**config.mk**
```make
export PLATFORM = sky130hd
export DESIGN_NAME = roa_rtc_ctrl
export DESIGN_NICKNAME = d
export VERILOG_FILES = /design/src/rtl/roa_pkg.sv /design/src/rtl/roa_rtc_ctrl.sv /design/src/rtl/roa_sync2.sv /design/src/rtl/roa_axil.sv
export SDC_FILE = /design/constraint.sdc
export NUM_CORES = 1
export LEC_CHECK = 0
export ABC_AREA = 1
export BUFFER_PORTS_ARGS = -buffer_cell sky130_fd_sc_hd__clkbuf_2
export CORE_ASPECT_RATIO = 0.6
export CORE_UTILIZATION = 45
export DETAILED_ROUTE_END_ITERATION = 8
export GPL_ROUTABILITY_DRIVEN = 1
export PLACE_DENSITY = 0.67
export SLEW_MARGIN = 20
export SYNTH_ARGS = -nofsm -noshare
export SYNTH_HDL_FRONTEND = slang
export SYNTH_SLANG_ARGS = --single-unit
```
**constraint.sdc**
```tcl
create_clock -name aclk -period 2.8 [get_ports aclk]
set_clock_uncertainty 0.2 [all_clocks]
set_input_delay 0.14 -clock aclk [delete_from_list [all_inputs] [get_ports aclk]]
set_output_delay 0.14 -clock aclk [all_outputs]
set_load 0.05 [all_outputs]
```
**src/rtl/roa_pkg.sv**
```systemverilog
// shared constants and types of the rtc oscillator / alarm control block
package roa_pkg;
    localparam int ADDR_W = 8;
    localparam int NUM_ALARMS = 3;
    // register indices; byte address is four times the index
    localparam logic [5:0] IDX_OSC = 6'h05;
    localparam logic [5:0] IDX_CFG = 6'h07;
    localparam logic [5:0] IDX_MATCH0 = 6'h08;
    localparam logic [5:0] IDX_CNT = 6'h10;
    localparam logic [5:0] IDX_MATCH1 = 6'h11;
    localparam logic [5:0] IDX_MATCH2 = 6'h12;
    localparam logic [5:0] IDX_IST = 6'h13;
    localparam logic [5:0] IDX_IMSK = 6'h14;
    // osc_control fields
    localparam int OSC_AGC_BIT = 7;
    localparam int OSC_OSC_SOURCE_SELECT_BIT = 6;
    localparam int OSC_BIAS_BIT = 5;
    localparam int OSC_AMP_BIT = 4;
    localparam int OSC_LFO_BIT = 3;
    localparam logic [7:0] OSC_WMASK = 8'hf8;
    localparam logic [7:0] OSC_RESET = 8'h00;
    // alarm_config fields
    localparam int CFG_FLAG_LSB = 4;
    localparam int CFG_CLEAR_ON_MATCH_BIT = 3;
    localparam int CFG_ARM_LSB = 0;
    localparam logic [7:0] CFG_ARM_MASK = 8'h0f;
    localparam logic [7:0] CFG_FLAG_MASK = 8'h70;
    localparam logic [7:0] CFG_RESET = 8'h00;
    localparam logic [31:0] WORD_RESET = 32'h0000_0000;
    localparam logic [2:0] IRQ_RESET = 3'h0;
    // axi responses
    localparam logic [1:0] RESP_OKAY = 2'h0;
    localparam logic [1:0] RESP_SLVERR = 2'h2;
    typedef enum logic [1:0] {
        ROA_SRC_SELF = 2'h0,
        ROA_SRC_XTAL = 2'h1,
        ROA_SRC_LFO = 2'h3
    } roa_src_t;
endpackage

```
**src/rtl/roa_rtc_ctrl.sv**
```systemverilog
// rtc oscillator control, alarm configuration, alarm compare and interrupt
// Summary of operation
// osc_control bit 7 turns automatic gain control on when set.
// osc_control bit 6 picks crystal when 1, self-oscillate when 0.
// osc_control bit 5 turns oscillator bias doubling on when set.
// bit 4 reads 1 only while oscillation amplitude is sufficient.
// bit 4 reads 0 whenever bias doubling is off.
// bit 3 enables the low-frequency oscillator and overrides the mode bit.
// osc_control bits 2..0 read zero and ignore writes.
// alarm flags set on their alarm and stay set until software clears.
// with clear_on_match set, an alarm 0 event clears the counter.
// alarm_config bits 2, 1, 0 arm alarms 2, 1, 0.
// alarm 0 match value is four bytes at index 0x08, low byte first.
// software disarms alarm 0 before rewriting its match bytes.
// an alarm fires only when armed and the counter equals its match.
// both registers reset to zero.
//
// Design decision made here: the AXI4-Lite interface to the registers.
`timescale 1ns/10ps
module roa_rtc_ctrl (
    input wire logic aclk,
    input wire logic aresetn,
    input wire logic [roa_pkg::ADDR_W-1:0] s_axi_awaddr,
    input wire logic [2:0] s_axi_awprot,
    input wire logic s_axi_awvalid,
    output logic s_axi_awready,
    input wire logic [31:0] s_axi_wdata,
    input wire logic [3:0] s_axi_wstrb,
    input wire logic s_axi_wvalid,
    output logic s_axi_wready,
    output logic [1:0] s_axi_bresp,
    output logic s_axi_bvalid,
    input wire logic s_axi_bready,
    input wire logic [roa_pkg::ADDR_W-1:0] s_axi_araddr,
    input wire logic [2:0] s_axi_arprot,
    input wire logic s_axi_arvalid,
    output logic s_axi_arready,
    output logic [31:0] s_axi_rdata,
    output logic [1:0] s_axi_rresp,
    output logic s_axi_rvalid,
    input wire logic s_axi_rready,
    input wire logic osc_tick_pin,
    input wire logic osc_amp_pin,
    output logic auto_gain_on,
    output logic osc_source_select,
    output logic bias_boost,
    output logic low_freq_osc_select,
    output roa_pkg::roa_src_t osc_clk_src,
    output logic [31:0] counter_value,
    output logic irq
);
    typedef struct packed {
        logic [7:0] osc;
        logic [7:0] cfg;
        logic [31:0] match0;
        logic [31:0] match1;
        logic [31:0] match2;
        logic [31:0] cnt;
        logic [2:0] ist;
        logic [2:0] imsk;
        logic tick_q;
        logic cnt_new;
    } roa_ctrl_st_t;

    roa_ctrl_st_t st_reg;
    roa_ctrl_st_t st_next;
    logic wr_en;
    logic [5:0] wr_idx;
    logic [31:0] wr_data;
    logic [3:0] wr_strb;
    logic wr_ok;
    logic [5:0] rd_idx;
    logic [31:0] rd_data;
    logic rd_ok;
    logic [1:0] pin_s;
    logic tick_s;
    logic amp_s;
    logic amp_ok;
    logic [roa_pkg::NUM_ALARMS-1:0] arm;
    logic [roa_pkg::NUM_ALARMS-1:0] hit;
    logic [31:0] match [roa_pkg::NUM_ALARMS];

    roa_axil u_axil (
        .aclk(aclk),
        .aresetn(aresetn),
        .s_axi_awaddr(s_axi_awaddr),
        .s_axi_awprot(s_axi_awprot),
        .s_axi_awvalid(s_axi_awvalid),
        .s_axi_awready(s_axi_awready),
        .s_axi_wdata(s_axi_wdata),
        .s_axi_wstrb(s_axi_wstrb),
        .s_axi_wvalid(s_axi_wvalid),
        .s_axi_wready(s_axi_wready),
        .s_axi_bresp(s_axi_bresp),
        .s_axi_bvalid(s_axi_bvalid),
        .s_axi_bready(s_axi_bready),
        .s_axi_araddr(s_axi_araddr),
        .s_axi_arprot(s_axi_arprot),
        .s_axi_arvalid(s_axi_arvalid),
        .s_axi_arready(s_axi_arready),
        .s_axi_rdata(s_axi_rdata),
        .s_axi_rresp(s_axi_rresp),
        .s_axi_rvalid(s_axi_rvalid),
        .s_axi_rready(s_axi_rready),
        .wr_en(wr_en),
        .wr_idx(wr_idx),
        .wr_data(wr_data),
        .wr_strb(wr_strb),
        .wr_ok(wr_ok),
        .rd_idx(rd_idx),
        .rd_data(rd_data),
        .rd_ok(rd_ok)
    );

    roa_sync2 #(
        .WIDTH(2)
    ) u_sync (
        .aclk(aclk),
        .aresetn(aresetn),
        .din({osc_tick_pin, osc_amp_pin}),
        .dout(pin_s)
    );

    assign tick_s = pin_s[1];
    assign amp_s = pin_s[0];
    // amplitude detector is meaningless without bias doubling
    assign amp_ok = amp_s && st_reg.osc[roa_pkg::OSC_BIAS_BIT];

    assign match[0] = st_reg.match0;
    assign match[1] = st_reg.match1;
    assign match[2] = st_reg.match2;

    // compare only right after a count step, so a parked or rewritten counter cannot refire
    genvar g;
    generate
        for (g = 0; g < roa_pkg::NUM_ALARMS; g++)
        begin : g_alarm
            assign arm[g] = st_reg.cfg[roa_pkg::CFG_ARM_LSB + g];
            assign hit[g] = arm[g] && st_reg.cnt_new && (st_reg.cnt == match[g]);
        end
    endgenerate

    function automatic logic [31:0] put_bytes(
        input logic [31:0] old,
        input logic [31:0] data,
        input logic [3:0] strb
    );
        logic [31:0] res;
        res = old;
        for (int b = 0; b < 4; b++)
        begin
            if (strb[b])
                res[b*8 +: 8] = data[b*8 +: 8];
        end
        return res;
    endfunction

    always_comb
    begin
        wr_ok = 1'b0;
        st_next = st_reg;
        st_next.tick_q = tick_s;
        st_next.cnt_new = 1'b0;
        if (tick_s && !st_reg.tick_q)
        begin
            st_next.cnt = st_reg.cnt + 32'h0000_0001;
            st_next.cnt_new = 1'b1;
        end
        if (wr_en)
        begin
            case (wr_idx)
                roa_pkg::IDX_OSC:
                begin
                    wr_ok = 1'b1;
                    if (wr_strb[0])
                        st_next.osc = wr_data[7:0] & roa_pkg::OSC_WMASK;
                end
                roa_pkg::IDX_CFG:
                begin
                    wr_ok = 1'b1;
                    // flags only clear from software; reserved bit stays 0
                    if (wr_strb[0])
                        st_next.cfg = (wr_data[7:0] & roa_pkg::CFG_ARM_MASK)
                            | (st_reg.cfg & wr_data[7:0] & roa_pkg::CFG_FLAG_MASK);
                end
                roa_pkg::IDX_MATCH0, roa_pkg::IDX_MATCH0 + 6'h01,
                roa_pkg::IDX_MATCH0 + 6'h02, roa_pkg::IDX_MATCH0 + 6'h03:
                begin
                    wr_ok = 1'b1;
                    if (wr_strb[0])
                        st_next.match0[(wr_idx[1:0])*8 +: 8] = wr_data[7:0];
                end
                roa_pkg::IDX_CNT:
                begin
                    wr_ok = 1'b1;
                    st_next.cnt = put_bytes(st_reg.cnt, wr_data, wr_strb);
                    st_next.cnt_new = 1'b0;
                end
                roa_pkg::IDX_MATCH1:
                begin
                    wr_ok = 1'b1;
                    st_next.match1 = put_bytes(st_reg.match1, wr_data, wr_strb);
                end
                roa_pkg::IDX_MATCH2:
                begin
                    wr_ok = 1'b1;
                    st_next.match2 = put_bytes(st_reg.match2, wr_data, wr_strb);
                end
                roa_pkg::IDX_IST:
                begin
                    wr_ok = 1'b1;
                    if (wr_strb[0])
                        st_next.ist = st_reg.ist & ~wr_data[2:0];
                end
                roa_pkg::IDX_IMSK:
                begin
                    wr_ok = 1'b1;
                    if (wr_strb[0])
                        st_next.imsk = wr_data[2:0];
                end
                default:
                    wr_ok = 1'b0;
            endcase
        end
        // hardware set wins over a same-cycle software clear
        st_next.cfg[roa_pkg::CFG_FLAG_LSB +: 3] = st_next.cfg[roa_pkg::CFG_FLAG_LSB +: 3] | hit;
        st_next.ist = st_next.ist | hit;
        if (hit[0] && st_reg.cfg[roa_pkg::CFG_CLEAR_ON_MATCH_BIT])
            st_next.cnt = roa_pkg::WORD_RESET;
    end

    always_ff @(posedge aclk)
    begin
        if (!aresetn)
        begin
            st_reg <= '0;
            st_reg.osc <= roa_pkg::OSC_RESET;
            st_reg.cfg <= roa_pkg::CFG_RESET;
            st_reg.ist <= roa_pkg::IRQ_RESET;
            st_reg.imsk <= roa_pkg::IRQ_RESET;
        end
        else
            st_reg <= st_next;
    end

    always_comb
    begin
        rd_ok = 1'b1;
        rd_data = 32'h0000_0000;
        case (rd_idx)
            roa_pkg::IDX_OSC:
            begin
                rd_data[7:0] = st_reg.osc;
                rd_data[roa_pkg::OSC_AMP_BIT] = amp_ok;
            end
            roa_pkg::IDX_CFG:
                rd_data[7:0] = st_reg.cfg;
            roa_pkg::IDX_MATCH0, roa_pkg::IDX_MATCH0 + 6'h01,
            roa_pkg::IDX_MATCH0 + 6'h02, roa_pkg::IDX_MATCH0 + 6'h03:
                rd_data[7:0] = st_reg.match0[(rd_idx[1:0])*8 +: 8];
            roa_pkg::IDX_CNT:
                rd_data = st_reg.cnt;
            roa_pkg::IDX_MATCH1:
                rd_data = st_reg.match1;
            roa_pkg::IDX_MATCH2:
                rd_data = st_reg.match2;
            roa_pkg::IDX_IST:
                rd_data[2:0] = st_reg.ist;
            roa_pkg::IDX_IMSK:
                rd_data[2:0] = st_reg.imsk;
            default:
                rd_ok = 1'b0;
        endcase
    end

    assign auto_gain_on = st_reg.osc[roa_pkg::OSC_AGC_BIT];
    assign osc_source_select = st_reg.osc[roa_pkg::OSC_OSC_SOURCE_SELECT_BIT];
    assign bias_boost = st_reg.osc[roa_pkg::OSC_BIAS_BIT];
    assign low_freq_osc_select = st_reg.osc[roa_pkg::OSC_LFO_BIT];
    assign osc_clk_src = st_reg.osc[roa_pkg::OSC_LFO_BIT] ? roa_pkg::ROA_SRC_LFO
        : (st_reg.osc[roa_pkg::OSC_OSC_SOURCE_SELECT_BIT] ? roa_pkg::ROA_SRC_XTAL : roa_pkg::ROA_SRC_SELF);
    assign counter_value = st_reg.cnt;
    assign irq = |(st_reg.ist & st_reg.imsk);

    logic osc_wr;
    logic cfg_wr;
    assign osc_wr = wr_en && wr_idx == roa_pkg::IDX_OSC && wr_strb[0];
    assign cfg_wr = wr_en && wr_idx == roa_pkg::IDX_CFG && wr_strb[0];
endmodule

```
**src/rtl/roa_sync2.sv**
```systemverilog
// two-flop synchroniser for pin levels
`timescale 1ns/10ps
module roa_sync2 #(
    parameter int WIDTH = 2
) (
    input wire logic aclk,
    input wire logic aresetn,
    input wire logic [WIDTH-1:0] din,
    output logic [WIDTH-1:0] dout
);
    typedef struct packed {
        logic [WIDTH-1:0] meta;
        logic [WIDTH-1:0] stable;
    } roa_sync_st_t;

    roa_sync_st_t st_reg;
    roa_sync_st_t st_next;

    // meta feeds only the second stage
    always_comb
    begin
        st_next.meta = din;
        st_next.stable = st_reg.meta;
    end

    always_ff @(posedge aclk)
    begin
        if (!aresetn)
            st_reg <= '0;
        else
            st_reg <= st_next;
    end

    assign dout = st_reg.stable;
endmodule

```
**src/rtl/roa_axil.sv**
```systemverilog
// axi4-lite slave front end: one write and one read under way at a time
`timescale 1ns/10ps
module roa_axil (
    input wire logic aclk,
    input wire logic aresetn,
    input wire logic [roa_pkg::ADDR_W-1:0] s_axi_awaddr,
    input wire logic [2:0] s_axi_awprot,
    input wire logic s_axi_awvalid,
    output logic s_axi_awready,
    input wire logic [31:0] s_axi_wdata,
    input wire logic [3:0] s_axi_wstrb,
    input wire logic s_axi_wvalid,
    output logic s_axi_wready,
    output logic [1:0] s_axi_bresp,
    output logic s_axi_bvalid,
    input wire logic s_axi_bready,
    input wire logic [roa_pkg::ADDR_W-1:0] s_axi_araddr,
    input wire logic [2:0] s_axi_arprot,
    input wire logic s_axi_arvalid,
    output logic s_axi_arready,
    output logic [31:0] s_axi_rdata,
    output logic [1:0] s_axi_rresp,
    output logic s_axi_rvalid,
    input wire logic s_axi_rready,
    output logic wr_en,
    output logic [5:0] wr_idx,
    output logic [31:0] wr_data,
    output logic [3:0] wr_strb,
    input wire logic wr_ok,
    output logic [5:0] rd_idx,
    input wire logic [31:0] rd_data,
    input wire logic rd_ok
);
    typedef struct packed {
        logic aw_have;
        logic w_have;
        logic [5:0] awidx;
        logic [31:0] wdata;
        logic [3:0] wstrb;
        logic bvalid;
        logic [1:0] bresp;
        logic rvalid;
        logic [1:0] rresp;
        logic [31:0] rdata;
    } roa_axil_st_t;

    roa_axil_st_t st_reg;
    roa_axil_st_t st_next;
    logic aw_take;
    logic w_take;
    logic ar_take;

    // prot is accepted but has no effect on this block
    assign s_axi_awready = !st_reg.aw_have && !st_reg.bvalid;
    assign s_axi_wready = !st_reg.w_have && !st_reg.bvalid;
    assign s_axi_arready = !st_reg.rvalid;
    assign aw_take = s_axi_awvalid && s_axi_awready;
    assign w_take = s_axi_wvalid && s_axi_wready;
    assign ar_take = s_axi_arvalid && s_axi_arready;
    assign wr_en = st_reg.aw_have && st_reg.w_have && !st_reg.bvalid;
    assign rd_idx = s_axi_araddr[7:2];

    always_comb
    begin
        st_next = st_reg;
        if (aw_take)
        begin
            st_next.aw_have = 1'b1;
            st_next.awidx = s_axi_awaddr[7:2];
        end
        if (w_take)
        begin
            st_next.w_have = 1'b1;
            st_next.wdata = s_axi_wdata;
            st_next.wstrb = s_axi_wstrb;
        end
        if (wr_en)
        begin
            st_next.aw_have = 1'b0;
            st_next.w_have = 1'b0;
            st_next.bvalid = 1'b1;
            st_next.bresp = wr_ok ? roa_pkg::RESP_OKAY : roa_pkg::RESP_SLVERR;
        end
        else if (st_reg.bvalid && s_axi_bready)
            st_next.bvalid = 1'b0;
        if (ar_take)
        begin
            st_next.rvalid = 1'b1;
            st_next.rdata = rd_data;
            st_next.rresp = rd_ok ? roa_pkg::RESP_OKAY : roa_pkg::RESP_SLVERR;
        end
        else if (st_reg.rvalid && s_axi_rready)
            st_next.rvalid = 1'b0;
    end

    always_ff @(posedge aclk)
    begin
        if (!aresetn)
            st_reg <= '0;
        else
            st_reg <= st_next;
    end

    assign s_axi_bvalid = st_reg.bvalid;
    assign s_axi_bresp = st_reg.bresp;
    assign s_axi_rvalid = st_reg.rvalid;
    assign s_axi_rresp = st_reg.rresp;
    assign s_axi_rdata = st_reg.rdata;
    assign wr_idx = st_reg.awidx;
    assign wr_data = st_reg.wdata;
    assign wr_strb = st_reg.wstrb;
endmodule

```
== Word level (Yosys, flattened, before mapping) ==
Cells that the tools add are included.

* Add/sub/neg operators: 2
* Equal/unequal tests: 29
* Shift operators: 3
* Multiplexer cells: 43
* Bitwise gates (word level): 8
* Reductions and logical operators: 44

{| class="wikitable"
|+ Operators with widths
! operator !! number
|-
| $mux 32 || 6
|-
| $mux 141 || 1
|-
| $eq 32x32->1 || 3
|-
| $mux 8 || 12
|-
| $pmux 24 s3 || 1
|-
| $eq 6x5->1 const B || 10
|-
| $eq 6x4->1 const B || 8
|-
| $reduce_and 3->1 || 12
|-
| $neg 5->34 || 1
|-
| $shift 8x34->32 const A || 1
|-
| $shiftx 8x34->32 || 1
|-
| $add 32x1->32 const B || 1
|-
| $bwmux 32 || 1
|-
| $shiftx 32x6->8 || 1
|-
| $pmux 5 s6 || 1
|-
| $eq 6x3->1 const B || 4
|-
| $reduce_or 11->1 || 2
|-
| $pmux 3 s7 || 1
|-
| $logic_and 1x1->1 || 18
|-
| $mux 7 || 2
|-
| $mux 3 || 4
|-
| $ne 3x3->1 const B || 4
|-
| $mux 1 || 11
|-
| $reduce_or 4->1 || 2
|-
| 11 further kinds || 21
|}

* Register bits after elaboration: 234
* Input bits: 67
* Output and inout port bits: 80
* Logic and storage cells: 161

== Depth between registers and ports, before layout ==
* Depth after elaboration: 7
* Mapped depth: 13
* Depth with buffers taken out: 11

== Modules after synthesis ==
Synthesis repeated with hierarchy kept, for this count alone.

* Cells, all modules: 1990
* Area total of the unflattened synthesis: 13256.5 um^2

{| class="wikitable"
|+ Modules (own cells, without submodules)
! module !! times used !! cells an instance !! area an instance (um^2) !! seq. area each (um^2)
|-
| roa_rtc_ctrl || 1 || 1449 || 9336.5 || 2942.8
|-
| roa_axil || 1 || 529 || 3809.9 || 1601.5
|-
| roa_sync2 || 1 || 12 || 110.1 || 80.1
|}

== Worst setup path before layout ==
OpenSTA, ideal clock, no wires.

* Path kind: register to register
* From: register u_axil.st_reg, in the netlist u_axil.s_axi_bvalid
* To: register u_axil.st_reg, in the netlist u_axil.wr_strb[0]
* Library setup time: 0.128 ns
* Data arrival time: 2.025 ns
* Data required time: 2.472 ns
* Slack: 0.447 ns
* Stages on the path, launching flop included: 6
* Path buffers: 1
* Path through: dfxtp_1 -> nor2_1 -> nand2_1 -> clkbuf_1 -> o21ai_0 -> a21oi_1

* Cells in the longest elaborated chain, start to end: 3

{| class="wikitable"
|+ RTL lines
! element !! line !! RTL
|-
| from (decl) || roa_axil.sv:47 || <nowiki>roa_axil_st_t st_reg;</nowiki>
|-
| from (signal assigned) || roa_axil.sv:101 || <nowiki>st_reg <= st_next;</nowiki>
|-
| $logic_not 1->1 || roa_axil.sv:55 || <nowiki>assign s_axi_wready = !st_reg.w_have && !st_reg.bvalid;</nowiki>
|-
| $logic_and 1x1->1 || roa_axil.sv:55 ||
|-
| named net s_axi_wready || roa_rtc_ctrl.sv:30 || <nowiki>output logic s_axi_wready,</nowiki>
|-
| $logic_and 1x1->1 || roa_axil.sv:58 || <nowiki>assign w_take = s_axi_wvalid && s_axi_wready;</nowiki>
|}

The timed path passes the listed nets, and every way through them passes these cells.
A chain may end at the register's enable or synchronous reset.

== Worst setup path in the final report ==
* From: input port s_axi_araddr[5] (netlist bit)
* To: register u_axil.st_reg, in the netlist u_axil.s_axi_rdata[2]

* Cells in the longest elaborated chain, start to end: 3
* Elaborated cells between the ends (all ways): 12
* Those cells by class: 10 x eq/ne; 1 x mux; 1 x reduce/logical

{| class="wikitable"
|+ RTL lines
! element !! line !! RTL
|-
| from (decl) || roa_rtc_ctrl.sv:34 || <nowiki>input wire logic [roa_pkg::ADDR_W-1:0] s_axi_araddr,</nowiki>
|-
| $eq 6x4->1 || roa_rtc_ctrl.sv:250 || <nowiki>case (rd_idx)</nowiki>
|-
| $reduce_or 4->1 || n/a ||
|-
| $pmux 3 s7 * || roa_rtc_ctrl.sv:250 ||
|}

Every way passes the cells marked *; elsewhere a longest branch is shown, timed or not.

==> impl_metrics.yaml <==
timing:
  fin_ws_ns: 0.213
  tightest_slew_ns: 0.809
  grt_setup_unrepaired: "false"
  final-hold-violation-count: 0
  period_share: 0.924
  relSlewSlack: 0.460
  finalSetupViolations: 0
  drv_slew: 0
  fmax_ghz: 0.387
  hold-worst-slack_ns: 0.0374
  min_period_ns: 2.59
  setup_tns_ns: 0
finish:
  nNetsFinal: 2072
  area_growth_pct: 19.5
  n_antenna_cell: 0
  drive_gt1_frac: 0.133
  final_common_cell: "nand2_1"
  postLayoutCoreUtil: 0.555
  fillers: 2685
  final_cell_mix: "nand2_1 (365), dfxtp_1 (231), inv_1 (200)"
global_routing:
  grt_pass1_wl_mm: 71.4
  grt_max_degree: 74
  antenna_found_initial: 0
  grt_pass1_vias: 11863
  grt_use_total: 0.332
  grt-ovfl-total: 0
worst_setup_path:
  cp-startpoint: "s_axi_araddr[5]"
  worstPathCellList: "dlygate4sd3_1, clkbuf_2, inv_1, nand2_1, nor2_1, nand2_1, o21ai_0, buf_4, nor2_1, nand3b_1, nand2_1, a21oi_1"
  cpMaxStageDelayCell: "o21ai_0"
  cp_common_cell: "nand2_1"
  start_kind: "input port"
  cp_num_buf_inv: 4
  rr_startpoint: "u_axil.wr_idx[0]"
  worst_setup_path_end_kind: "register"
  cpPeakStageDelay_ns: 0.64
  worstSetupPathType: "input port to register"
  crit_fanout: 9
  path_delay_family: "simple AND/OR/NAND/NOR gates"
  arrival_ns: 2.87
  cp.required_ns: 3.08
synth:
  synth_edf_count: 0
  ys_warn_count: 0
  ys_seq_area_frac: 0.372
  netlist_instances: 1840
  ys_ff_latch: 231
  avgSynthCellArea_um2: 6.76
  ys_async_sr_fraction: 0
  synth_flop_cell: "dfxtp_1"
  netlist_area_mm2: 0.0124
  ys_types: 42
routing:
  post_drt_wl_per_cell_um: 19.9
  ant_nets: 0
  drt-initial-drc-count: 1675
  vias_per_cell: 5.60
  drtPass1Iterations: 6
  post-route-drc-count: 0
  wirelength_mm: 47.3
  num_vias: 13301
power:
  totalPowerFinal_mw: 7.60
  vdd_ir_drop_max_mv: 0.313
  p_leak_nw: 6.01
  p_per_area_mw_per_mm2: 511
clock_network:
  worstSkewPairLatency_ns: 0.55
  clk_pin_slew_ns: 0.06
  cts.path.max_buffers: 3
  postCtsSetupBuffers: 0
  h-tree-depth: 1
  cts_tree: "yes"
  cts_root_buffer: "clkbuf_16"
  cts.sinks: 231
  cts_inserted_buffers: 24
floorplan:
  design.core.area_mm2: 0.0268
  die_x_um: 217
  io_pins: 147
  dieArea_mm2: 0.0283
  start_util: 0.465
  rows: 46
  die_y_um: 131
placed_design:
  post-place-ws_ns: 0.296
  hpwl_mm: 35.4
  port_buffers: 134
  place_congestion: 1.01
flow_run:
  drv_cap: 0
worst_hold_path:
  hp-start: "s_axi_araddr[6]"
  hp-class: "input port to register"
run_status:
  status: "completed"
-- synthesized netlist by cell type (10+ instances only) --
cell	n	area share
nand2_2	11	0.0055
o221ai_1	18	0.013
inv_1	200	0.060
nor3_1	12	0.0048
a21oi_1	196	0.079
nor2_1	194	0.059
a31oi_1	16	0.0080
buf_2	31	0.012
nand4_1	21	0.011
o21ai_0	183	0.074
xor2_1	18	0.013
nor2_2	10	0.0050
clkbuf_1	39	0.012
nand3_1	58	0.023
o22ai_1	39	0.020
a211oi_1	28	0.017
xnor2_1	20	0.014
dfxtp_1	231	0.37
buf_4	79	0.048
nand2_1	366	0.11
-- power breakdown --
part	switching [mW]	total [mW]	internal [mW]
logic	0.542	0.840	0.299
registers	0.0621	3.42	3.36
clock network	1.43	3.34	1.90
-- path summary, 6_finish.rpt --
path              cells past startpoint  slack (ns)                    end
setup / recovery                     12        0.21  u_axil.s_axi_rdata[2]
hold / removal                        6        0.04  u_axil.s_axi_rresp[1]
setup reg to reg                     10        0.22      counter_value[13]
hold reg to reg                       2        0.23         u_sync.dout[0]
-- what timing repair did --
item	4_1_cts	5_1_grt
hold buffers	102	0
endpoints found under the hold margin	100	0
gates resized for setup	0	0
-- final cells by class --
cell class / instances / area (µm²) / area share
timing repair buffer: 292 / 2130 / 0.143
tap: 360 / 450 / 0.0303
sequential: 231 / 4620 / 0.311
multi-input combinational: 1240 / 6070 / 0.408
inverter: 210 / 788 / 0.0530
clock inverter: 11 / 123 / 0.00825
clock buffer: 33 / 684 / 0.0460
-- stage by stage --
| step | instances | instance area (µm²) |
|---|---|---|
| floorplan | 1841 | 12400 |
| global placement | 2231 | 13000 |
| detailed placement | 2231 | 13000 |
| CTS | 2377 | 14900 |
| global route | 2377 | 14900 |
| finish | 2377 | 14900 |
-- worst reg2reg max path: stages, from the launching register on --
cell,delay (ns)
dfxtp_1,0.34
inv_1,0.16
ha_1,0.26
nand2_1,0.09
nor2_2,0.18
nand2_2,0.18
inv_2,0.44
nand2_2,0.22
and3_1,0.24
nor2_1,0.10
nor2_1,0.05
-- metal layers --
layer | global-route usage | wire [µm]
met1 | 0.514 | 22300
met2 | 0.432 | 17400
met3 | 0.115 | 6770
met4 | 0.0609 | 772
met5 | 0 | 0
-- cell families after synthesis --
family	share of synthesized area
other	0.000301
AO/OA/AOI/OAI	0.223
XOR/XNOR	0.0267
AND/OR/NAND/NOR	0.231
adder cells (fa/ha/maj)	0.00603
buffers and inverters	0.141
flip-flops	0.372
Note: power is estimated with default switching activity, not from simulation.
